===== config.mk =====
export PLATFORM = sky130hd
export DESIGN_NAME = vcc_control_regs
export DESIGN_NICKNAME = d
export VERILOG_FILES = /design/src/verilog/vcc_frame_shift.v /design/src/verilog/vcc_pll_ctrl.v /design/src/verilog/vcc_control_regs.v
export VERILOG_INCLUDE_DIRS = /design/src /design/src/verilog
export SDC_FILE = /design/constraint.sdc
export NUM_CORES = 1
export LEC_CHECK = 0
export BUFFER_PORTS_ARGS = -buffer_cell sky130_fd_sc_hd__buf_2
export CORE_MARGIN = 2
export CORE_UTILIZATION = 30
export CTS_CLUSTER_SIZE = 28
export DETAILED_ROUTE_END_ITERATION = 16
export GPL_TIMING_DRIVEN = 0
export PLACE_DENSITY = 0.45
export SETUP_SLACK_MARGIN = 0.3
export SLEW_MARGIN = 40
export SYNTH_ARGS = -nofsm -noshare
export SYNTH_HDL_FRONTEND = slang
export SYNTH_SLANG_ARGS = --single-unit

===== constraint.sdc =====
create_clock -name core_clk -period 3 [get_ports core_clk]
set_input_delay 0.15 -clock core_clk [delete_from_list [all_inputs] [get_ports core_clk]]
set_output_delay 0.15 -clock core_clk [all_outputs]
set_load 0.02 [all_outputs]

===== src/verilog/vcc_map.vh =====
// register offsets, field positions, reset values and serial frame figures of the codec control bank
// Notes on behaviour
// - address zero reads zero and writes to it change nothing
// - writing one to main_control bit 7 resets every register except the short status at address 8, then self-clears
// - main_control bit 4 one keeps both speaker drivers on, zero powers down
// - main_control bit 3 one keeps line driver on, zero powers down
// - main_control bit 2 one keeps handset driver on, zero powers down
// - main_control bit 1 one powers mic bias buffer down
// - main_control bit 0 one puts the whole device to sleep
// - filter_loopback_control bit 4 one disables the receive high-pass filter
// - filter_loopback_control bit 3 selects final PLL divide by 10, else 5
// - filter_loopback_control bit 2 loops converter analog output to input
// - filter_loopback_control bit 1 loops one-bit modulator stream to input converter
// - divider and multiplier registers give effective factor value plus one
// - register five bits 7:6 line gain, bit 5 line mute
// - register five bits 4:3 mic gain, bit 2 mic mute
// - register five bit 1 mutes handset input
// - register five bit 0 selects recursive filter, zero selects FIR
// - register six bits 6:2 hold receive gain code, 1.5 dB steps
// - register six bit 1 line output active, bit 0 handset output active
// - register five resets to 0100_0111
// - frame: read/write bit, 5-bit address, 8 data bits
// - both PLL registers zero means PLL bypass
// - sleep left only by reset pin pulse, master clock running
`ifndef VCC_MAP_VH
`define VCC_MAP_VH
`define VCC_ADDR_ZERO      5'h00
`define VCC_ADDR_MAIN      5'h01
`define VCC_ADDR_FILT      5'h02
`define VCC_ADDR_PDIV      5'h03
`define VCC_ADDR_PMUL      5'h04
`define VCC_ADDR_INGAIN    5'h05
`define VCC_ADDR_RXVOL     5'h06
`define VCC_ADDR_TXVOL     5'h07
`define VCC_ADDR_SHORT     5'h08
`define VCC_ADDR_ATTEN     5'h09
`define VCC_RST_MAIN       8'h00
`define VCC_RST_FILT       8'h00
`define VCC_RST_PDIV       8'h00
`define VCC_RST_PMUL       8'h00
`define VCC_RST_INGAIN     8'h47
`define VCC_RST_RXVOL      8'h5C
`define VCC_RST_TXVOL      8'h5C
`define VCC_RST_ATTEN      8'h00
`define VCC_MASK_MAIN      8'h1F
`define VCC_MASK_FILT      8'h1E
`define VCC_MASK_RXVOL     8'h7F
`define VCC_MASK_TXVOL     8'h7F
`define VCC_MASK_SHORT     8'hE0
`define VCC_MASK_ATTEN     8'h0F
`define VCC_BIT_SOFT_RESET 7
`define VCC_BIT_SPK_ON     4
`define VCC_BIT_LINE_ON    3
`define VCC_BIT_HSET_ON    2
`define VCC_BIT_MICB_OFF   1
`define VCC_BIT_SLEEP      0
`define VCC_BIT_HPF_DIS    4
`define VCC_BIT_DIV10      3
`define VCC_BIT_ALOOP      2
`define VCC_BIT_BLOOP      1
`define VCC_FINAL_DIV_HI   4'hA
`define VCC_FINAL_DIV_LO   4'h5
`define VCC_FRAME_BITS     16
`define VCC_ADDR_BITS      5
`define VCC_ADDR_DONE_CNT  5'h07
`define VCC_ANS_FIRST_CNT  5'h08
`endif


===== src/verilog/vcc_frame_shift.v =====
// serial shifter: collects one 16-bit secondary frame and shifts the read answer out
`timescale 1ns/100ps
`include "vcc_map.vh"
module vcc_frame_shift #(
  parameter FRAME_BITS = `VCC_FRAME_BITS
) (
  input  wire                  core_clk,
  input  wire                  rst,
  input  wire                  bit_en,
  input  wire                  frame_start,
  input  wire                  ser_in,
  input  wire [7:0]            load_data,
  input  wire                  load_en,
  output reg                   ser_out,
  output reg  [FRAME_BITS-1:0] frame_word,
  output reg                   frame_done,
  output reg                   addr_ready
);
  reg [FRAME_BITS-1:0] shift_r;
  reg [4:0]            count_r;
  reg                  active_r;
  reg [7:0]            out_r;

  localparam integer LAST_COUNT = FRAME_BITS - 1;

  always @(posedge core_clk or posedge rst) begin
    if (rst) begin
      shift_r    <= {FRAME_BITS{1'b0}};
      count_r    <= 5'h00;
      active_r   <= 1'b0;
      out_r      <= 8'h00;
      ser_out    <= 1'b0;
      frame_word <= {FRAME_BITS{1'b0}};
      frame_done <= 1'b0;
      addr_ready <= 1'b0;
    end else begin
      frame_done <= 1'b0;
      addr_ready <= 1'b0;
      if (load_en) begin
        out_r <= load_data;
      end
      if (bit_en) begin
        if (frame_start) begin
          active_r <= 1'b1;
          count_r  <= 5'h01;
          shift_r  <= {{(FRAME_BITS-1){1'b0}}, ser_in};
          ser_out  <= 1'b0;
        end else if (active_r) begin
          shift_r <= {shift_r[FRAME_BITS-2:0], ser_in};
          count_r <= count_r + 5'h01;
          // answer bits go out in the second half of the frame, msb first
          if (count_r == `VCC_ANS_FIRST_CNT) begin
            // gap-free bits leave no spare cycle for the preload, so take the mux directly
            ser_out <= load_data[7];
            out_r   <= {load_data[6:0], 1'b0};
          end else if (count_r > `VCC_ANS_FIRST_CNT) begin
            ser_out <= out_r[7];
            out_r   <= {out_r[6:0], 1'b0};
          end else begin
            ser_out <= 1'b0;
          end
          // address field ends with the eighth bit of the frame
          if (count_r == `VCC_ADDR_DONE_CNT) begin
            addr_ready <= 1'b1;
          end
          if (count_r == LAST_COUNT[4:0]) begin
            active_r   <= 1'b0;
            frame_word <= {shift_r[FRAME_BITS-2:0], ser_in};
            frame_done <= 1'b1;
          end
        end
      end
    end
  end
endmodule // vcc_frame_shift


===== src/verilog/vcc_pll_ctrl.v =====
// decodes the stored PLL settings into effective factors and the bypass select
`timescale 1ns/100ps
`include "vcc_map.vh"
module vcc_pll_ctrl (
  input  wire [7:0] div_value,
  input  wire [7:0] mul_value,
  input  wire       div10_sel,
  output wire [8:0] div_factor,
  output wire [8:0] mul_factor,
  output wire [3:0] final_div,
  output wire       pll_bypass
);
  assign div_factor = {1'b0, div_value} + 9'h001;
  assign mul_factor = {1'b0, mul_value} + 9'h001;
  assign final_div  = div10_sel ? `VCC_FINAL_DIV_HI : `VCC_FINAL_DIV_LO;
  assign pll_bypass = (div_value == 8'h00) && (mul_value == 8'h00);
endmodule // vcc_pll_ctrl


===== src/verilog/vcc_control_regs.v =====
// control register bank of the voice codec, reached through secondary serial frames
`timescale 1ns/100ps
`include "vcc_map.vh"
module vcc_control_regs (
  input  wire       core_clk,
  input  wire       rst,
  input  wire       reset_pin_n,
  input  wire       bit_en,
  input  wire       frame_start,
  input  wire       ser_in,
  output wire       ser_out,
  input  wire [2:0] short_status,
  output wire       speaker_drive_on,
  output wire       line_drive_on,
  output wire       handset_drive_on,
  output wire       mic_bias_off,
  output wire       chip_sleep,
  output wire       highpass_disable,
  output wire       analog_loopback_en,
  output wire       bitstream_loopback_en,
  output wire [7:0] pll_div_value,
  output wire [7:0] pll_mul_value,
  output wire [8:0] pll_div_factor,
  output wire [8:0] pll_mul_factor,
  output wire [3:0] pll_final_div,
  output wire       pll_bypass,
  output wire [1:0] line_in_gain,
  output wire       line_in_mute,
  output wire [1:0] mic_gain,
  output wire       mic_mute,
  output wire       handset_in_mute,
  output wire       recursive_filter_sel,
  output wire [4:0] receive_gain_code,
  output wire       line_out_active,
  output wire       handset_out_active,
  output wire [7:0] transmit_volume,
  output wire [7:0] output_attenuation
);
  reg  [7:0]  main_control_r;
  reg  [7:0]  filter_loopback_control_r;
  reg  [7:0]  pll_divider_r;
  reg  [7:0]  pll_multiplier_r;
  reg  [7:0]  input_gain_mute_r;
  reg  [7:0]  receive_volume_r;
  reg  [7:0]  transmit_volume_r;
  reg  [7:0]  output_attenuation_r;
  reg  [7:0]  short_latch_r;
  reg         sleep_hold_r;
  wire [15:0] frame_word;
  wire        frame_done;
  wire        addr_ready;
  wire        wr_strobe;
  wire [4:0]  wr_addr;
  wire [7:0]  wr_data;
  wire        soft_reset;
  reg  [7:0]  rd_data;
  reg  [15:0] partial_r;

  // low five bits hold the address once the eighth bit is in; mux reads them directly
  always @(posedge core_clk or posedge rst) begin
    if (rst) begin
      partial_r <= 16'h0000;
    end else if (bit_en) begin
      partial_r <= frame_start ? {15'h0000, ser_in} : {partial_r[14:0], ser_in};
    end
  end

  function [7:0] read_mux;
    input [4:0] addr;
    begin
      // if chain keeps the unmapped and zero addresses reading zero
      if (addr == `VCC_ADDR_MAIN) begin
        read_mux = main_control_r & `VCC_MASK_MAIN;
      end else if (addr == `VCC_ADDR_FILT) begin
        read_mux = filter_loopback_control_r & `VCC_MASK_FILT;
      end else if (addr == `VCC_ADDR_PDIV) begin
        read_mux = pll_divider_r;
      end else if (addr == `VCC_ADDR_PMUL) begin
        read_mux = pll_multiplier_r;
      end else if (addr == `VCC_ADDR_INGAIN) begin
        read_mux = input_gain_mute_r;
      end else if (addr == `VCC_ADDR_RXVOL) begin
        read_mux = receive_volume_r & `VCC_MASK_RXVOL;
      end else if (addr == `VCC_ADDR_TXVOL) begin
        read_mux = transmit_volume_r & `VCC_MASK_TXVOL;
      end else if (addr == `VCC_ADDR_SHORT) begin
        read_mux = short_latch_r & `VCC_MASK_SHORT;
      end else if (addr == `VCC_ADDR_ATTEN) begin
        read_mux = output_attenuation_r & `VCC_MASK_ATTEN;
      end else begin
        read_mux = 8'h00;
      end
    end
  endfunction

  always @* begin
    rd_data = read_mux(partial_r[4:0]);
  end

  vcc_frame_shift #(
    .FRAME_BITS (`VCC_FRAME_BITS)
  ) u_shift (
    .core_clk    (core_clk),
    .rst         (rst),
    .bit_en      (bit_en),
    .frame_start (frame_start),
    .ser_in      (ser_in),
    .load_data   (rd_data),
    .load_en     (addr_ready),
    .ser_out     (ser_out),
    .frame_word  (frame_word),
    .frame_done  (frame_done),
    .addr_ready  (addr_ready)
  );

  // frame layout: bit 15 spare, bit 13 high means read, 12:8 address, 7:0 data
  assign wr_strobe  = frame_done && !frame_word[13];
  assign wr_addr    = frame_word[12:8];
  assign wr_data    = frame_word[7:0];
  assign soft_reset = wr_strobe && (wr_addr == `VCC_ADDR_MAIN) && wr_data[`VCC_BIT_SOFT_RESET];

  always @(posedge core_clk or posedge rst) begin
    if (rst) begin
      main_control_r            <= `VCC_RST_MAIN;
      filter_loopback_control_r <= `VCC_RST_FILT;
      pll_divider_r             <= `VCC_RST_PDIV;
      pll_multiplier_r          <= `VCC_RST_PMUL;
      input_gain_mute_r         <= `VCC_RST_INGAIN;
      receive_volume_r          <= `VCC_RST_RXVOL;
      transmit_volume_r         <= `VCC_RST_TXVOL;
      output_attenuation_r      <= `VCC_RST_ATTEN;
    end else if (!reset_pin_n || soft_reset) begin
      // soft reset bit is never stored, so it reads back cleared
      main_control_r            <= `VCC_RST_MAIN;
      filter_loopback_control_r <= `VCC_RST_FILT;
      pll_divider_r             <= `VCC_RST_PDIV;
      pll_multiplier_r          <= `VCC_RST_PMUL;
      input_gain_mute_r         <= `VCC_RST_INGAIN;
      receive_volume_r          <= `VCC_RST_RXVOL;
      transmit_volume_r         <= `VCC_RST_TXVOL;
      output_attenuation_r      <= `VCC_RST_ATTEN;
    end else if (wr_strobe) begin
      // address zero and undefined addresses fall through untouched
      if (wr_addr == `VCC_ADDR_MAIN) begin
        main_control_r <= wr_data & `VCC_MASK_MAIN;
      end else if (wr_addr == `VCC_ADDR_FILT) begin
        filter_loopback_control_r <= wr_data & `VCC_MASK_FILT;
      end else if (wr_addr == `VCC_ADDR_PDIV) begin
        pll_divider_r <= wr_data;
      end else if (wr_addr == `VCC_ADDR_PMUL) begin
        pll_multiplier_r <= wr_data;
      end else if (wr_addr == `VCC_ADDR_INGAIN) begin
        input_gain_mute_r <= wr_data;
      end else if (wr_addr == `VCC_ADDR_RXVOL) begin
        receive_volume_r <= wr_data & `VCC_MASK_RXVOL;
      end else if (wr_addr == `VCC_ADDR_TXVOL) begin
        transmit_volume_r <= wr_data & `VCC_MASK_TXVOL;
      end else if (wr_addr == `VCC_ADDR_ATTEN) begin
        output_attenuation_r <= wr_data & `VCC_MASK_ATTEN;
      end
    end
  end

  always @(posedge core_clk or posedge rst) begin
    if (rst) begin
      short_latch_r <= 8'h00;
    end else begin
      short_latch_r <= {short_status, 5'h00};
    end
  end

  // sleep latches on the sleep bit and holds until the reset pin is pulled low
  always @(posedge core_clk or posedge rst) begin
    if (rst) begin
      sleep_hold_r <= 1'b0;
    end else begin
      if (!reset_pin_n) begin
        sleep_hold_r <= 1'b0;
      end else if (main_control_r[`VCC_BIT_SLEEP]) begin
        sleep_hold_r <= 1'b1;
      end
    end
  end

  assign speaker_drive_on      = main_control_r[`VCC_BIT_SPK_ON];
  assign line_drive_on         = main_control_r[`VCC_BIT_LINE_ON];
  assign handset_drive_on      = main_control_r[`VCC_BIT_HSET_ON];
  assign mic_bias_off          = main_control_r[`VCC_BIT_MICB_OFF];
  assign chip_sleep            = sleep_hold_r | main_control_r[`VCC_BIT_SLEEP];
  assign highpass_disable      = filter_loopback_control_r[`VCC_BIT_HPF_DIS];
  assign analog_loopback_en    = filter_loopback_control_r[`VCC_BIT_ALOOP];
  assign bitstream_loopback_en = filter_loopback_control_r[`VCC_BIT_BLOOP];
  assign pll_div_value         = pll_divider_r;
  assign pll_mul_value         = pll_multiplier_r;
  assign line_in_gain          = input_gain_mute_r[7:6];
  assign line_in_mute          = input_gain_mute_r[5];
  assign mic_gain              = input_gain_mute_r[4:3];
  assign mic_mute              = input_gain_mute_r[2];
  assign handset_in_mute       = input_gain_mute_r[1];
  assign recursive_filter_sel  = input_gain_mute_r[0];
  assign receive_gain_code     = receive_volume_r[6:2];
  assign line_out_active       = receive_volume_r[1];
  assign handset_out_active    = receive_volume_r[0];
  assign transmit_volume       = transmit_volume_r & `VCC_MASK_TXVOL;
  assign output_attenuation    = output_attenuation_r;

  vcc_pll_ctrl u_pll (
    .div_value  (pll_divider_r),
    .mul_value  (pll_multiplier_r),
    .div10_sel  (filter_loopback_control_r[`VCC_BIT_DIV10]),
    .div_factor (pll_div_factor),
    .mul_factor (pll_mul_factor),
    .final_div  (pll_final_div),
    .pll_bypass (pll_bypass)
  );
endmodule // vcc_control_regs


==> results.toml <==
[grt]
grt_max_degree = 26
grt_pass1_wl_um = 26200
overflow = 0
grt_pass1_vias = 4312
antenna_found_initial = 0
grtUsageTotal_pct = 17.8

[clocking]
clock_sinks = 104
clk_pin_slew_worst_paths_ps = 90
cts_made_buffers = 9
cts_buffer_depth = 2
cts_root_buf = "clkbuf_16"
cts_setup_buffers = 0
htree_levels = 3
cts-resized-gates = 0
cts_tree = "built"
cts_hold_buf = 4
clock_latency_ps = 370

[pwr]
peakVddDrop_mv = 0.277
p_leak_nw = 3.20
p_per_area_nw_per_um2 = 487
power_w = 0.00324

[finish]
nFillCells = 1816
num_antenna_cells = 0
drive_above_1_share_pct = 31.1
area_delta_synth_final_pct = 21.2
fin_nets = 632

[sta]
fin_crit_ps = 2250
hold_viol_final = 0
hold_ws_ps = 91.4
setup_tns_ps = 0
fmax_mhz = 444
worst_slew_pin_slew_ps = 808
finClkSkew_ps = 16.1
min_period_over_period_pct = 75.1
layout_setup_ws_ps = 747
slew_headroom_pct = 45.8
rsz0062_at_grt = "no"
slew_viol_final = 0
setup-violations-final = 0

[synthesis]
yosysTopAreaCellShare_pct = 42.0
synth_top_area_cell = "dfrtp_1"
ys.flop_type = "dfrtp_1"
yosys_warnings = 0
netlist_instances = 511
syn_area_um2 = 5490
yosysSeqAreaShare_pct = 47.7
syn_avg_cell_area_um2 = 10.7
ys_types = 69
async_flop_share_pct = 100
synth_area_leaders = "dfrtp_1, mux2_2, dfstp_2, mux2i_1, nand2_1"
synth_edf_count = 0
synth_seq_cells = 104

[worst_hold_path]
holdPathEnd = "u_shift.shift_r[0]"
hp-start = "ser_in"
whs_path_depth = 2
hold_class = "input port to flip-flop"

[drt]
wl_per_cell_um = 19.9
drc = 0
first_pass_iters = 5
drt_iter0_drc = 304
ant_nets = 0
drt-vias-per-instance = 5.10
via_count = 4336
totalWireLength_um = 16900

[worst_setup_path]
worst_setup_path_end_kind = "flip-flop"
critPathArrivalTime_ps = 2490
r2r_end = "u_shift.out_r[3]"
reg2reg_depth = 6
path_max_fanout = 10
start_kind = "flip-flop"
r2r_setup_slack_ps = 750
crit_required_ps = 3240
critical_path_class = "flip-flop to flip-flop"
regToRegStartpoint = "partial_r[4]"

[placement]
dp_worst_setup_slack_ps = 767
dp_hpwl_um = 13000
io_buffers = 82
globalplace.congestion = 0.857

[die]
fp.dieW_um = 139
row_count = 49
start_util_pct = 30.5
core_um2 = 18000
io_pins = 88
die_area_um2 = 19400
die_y_um = 139

[flow_run]
cap_violations = 0

[outcome]
status = "finished, final reports clean"
layout by cell type (no fill, tap or decap), types with 4 or more instances in the layout:
| cell | Yosys | routed |
|---|---|---|
| dlygate4sd3_1 | 0 | 4 |
| nand2_1 | 46 | 46 |
| nor3_1 | 7 | 7 |
| ha_1 | 7 | 7 |
| mux2_2 | 40 | 40 |
| xor2_1 | 4 | 4 |
| buf_6 | 5 | 5 |
| a21oi_1 | 14 | 14 |
| a31oi_1 | 5 | 5 |
| a21o_1 | 4 | 4 |
| a22oi_1 | 4 | 4 |
| nor3b_1 | 9 | 9 |
| dfrtp_1 | 92 | 92 |
| and2_1 | 11 | 11 |
| nor2_1 | 22 | 22 |
| and3b_1 | 4 | 4 |
| conb_1 | 1 | 5 |
| nand3_1 | 13 | 13 |
| inv_1 | 20 | 19 |
| o21ai_1 | 5 | 4 |
| buf_2 | 10 | 92 |
| clkbuf_1 | 12 | 12 |
| xnor2_1 | 9 | 9 |
| dfstp_2 | 12 | 12 |
| clkbuf_16 | 0 | 9 |
| and3_1 | 4 | 4 |
| mux2i_1 | 26 | 26 |
| nand2b_1 | 6 | 6 |
| buf_4 | 8 | 8 |
| o21ai_0 | 21 | 21 |
| nor2b_1 | 5 | 5 |
| o22ai_1 | 4 | 4 |
| nand4_1 | 7 | 7 |
| a22o_1 | 14 | 14 |
| nand3b_1 | 6 | 6 |
logic make-up (layout without fill, tap and decap cells):
| family | after synthesis | in the layout | synth area share, % |
|---|---|---|---|
| other | 1 | 5 | 0.0683 |
| and+or+nand+nor | 160 | 160 | 16.0 |
| xor gates and xnor gates | 13 | 13 | 2.08 |
| AOI/OAI and AO/OA | 103 | 103 | 13.5 |
| adders and majority gates | 7 | 7 | 1.60 |
| DFF | 104 | 104 | 47.7 |
| muxes | 68 | 68 | 13.8 |
| buffers and inverters | 55 | 161 | 5.22 |
layout make-up:
cell class / instances / area [um^2] / share of cell area [%]
Timing Repair Buffer: 90 / 538 / 8.09
Tap cell: 229 / 287 / 4.31
Clock buffer: 9 / 225 / 3.39
Buffer: 35 / 211 / 3.18
Clock inverter: 7 / 90.1 / 1.35
Inverter: 20 / 78.8 / 1.19
Sequential cell: 104 / 2620 / 39.4
Multi-Input combinational cell: 356 / 2600 / 39.1
layer usage:
layer / global-route usage [%] / wire (um) / part of all wire, % / vias to the layer above
li1: - / - / - / 2047
met1: 25.4 / 8210 / 49 / 2160
met2: 27.2 / 7720 / 46 / 113
met3: 4.20 / 663 / 3.9 / 16
met4: 4.57 / 322 / 1.9 / 0
met5: 0 / 0 / 0 / -
stage by stage:
step / instance area [um^2] / std cells / utilization (%)
5_1_grt: 6650 / 850 / 37.0
3_3_place_gp: 6200 / 826 / 34.5
4_1_cts: 6650 / 850 / 37.0
2_1_floorplan: 5510 / 515 / -
3_5_place_dp: 6290 / 830 / 35.0
6_report: 6650 / 850 / 37.0
power by group:
group / leakage, nW / switching, W / internal, W
Combinational: 1.70 / 0.000266 / 0.000185
Clock: 0.150 / 0.000637 / 0.000607
Sequential: 1.35 / 0.0000663 / 0.00147
Total: 3.20 / 0.000970 / 0.00227
flip-flops by register name, summed over array words and instances, names as in the netlist, 3 cells and up:
register and count:
filter_loopback_control_r 4, input_gain_mute_r 8, main_control_r 5, output_attenuation 4, partial_r 5, pll_div_value 8, pll_mul_value 8, receive_volume_r 7
short_latch_r 3, transmit_volume_r 7, u_shift.count_r 5, u_shift.frame_word 14, u_shift.out_r 8, u_shift.shift_r 13
cells in the mapped netlist, types with 3 or more instances:
library cell	count
buf_6	5
buf_2	10
a22oi_1	4
o2bb2ai_1	3
and2_1	11
clkbuf_1	12
inv_1	20
o22ai_1	4
ha_1	7
dfrtp_1	92
o211ai_1	3
nand3_1	13
and3_1	4
nor4_1	3
nand3b_1	6
xor2_1	4
a32oi_1	3
nand4_1	7
dfstp_2	12
o21ai_1	5
o21ai_0	21
nor3_1	7
a21o_1	4
and3b_1	4
nor3b_1	9
buf_4	8
nand2b_1	6
xnor2_1	9
nor2_1	22
a21oi_1	14
a22o_1	14
a31oi_1	5
nor2b_1	5
mux2_2	40
nand2_1	46
mux2i_1	26
worst max path at each step:
stage | from | endpoint | slack [ps]
after floorplan | pll_div_value[0] | pll_bypass | 1040
after global placement | partial_r[4] | u_shift.out_r[3] | 750
after detailed placement | partial_r[4] | u_shift.out_r[3] | 770
after CTS | partial_r[4] | u_shift.out_r[3] | 740
after global routing | partial_r[4] | u_shift.out_r[3] | 590
final | partial_r[4] | u_shift.out_r[3] | 750
critical path: stages (launching register included):
cell and delay [ps]:
dfrtp_1 380, buf_6 140, nor3b_1 580, o21ai_0 330
a32oi_1 370, nor3_1 100, a211o_1 230
Power figures use the tool's default switching activity.
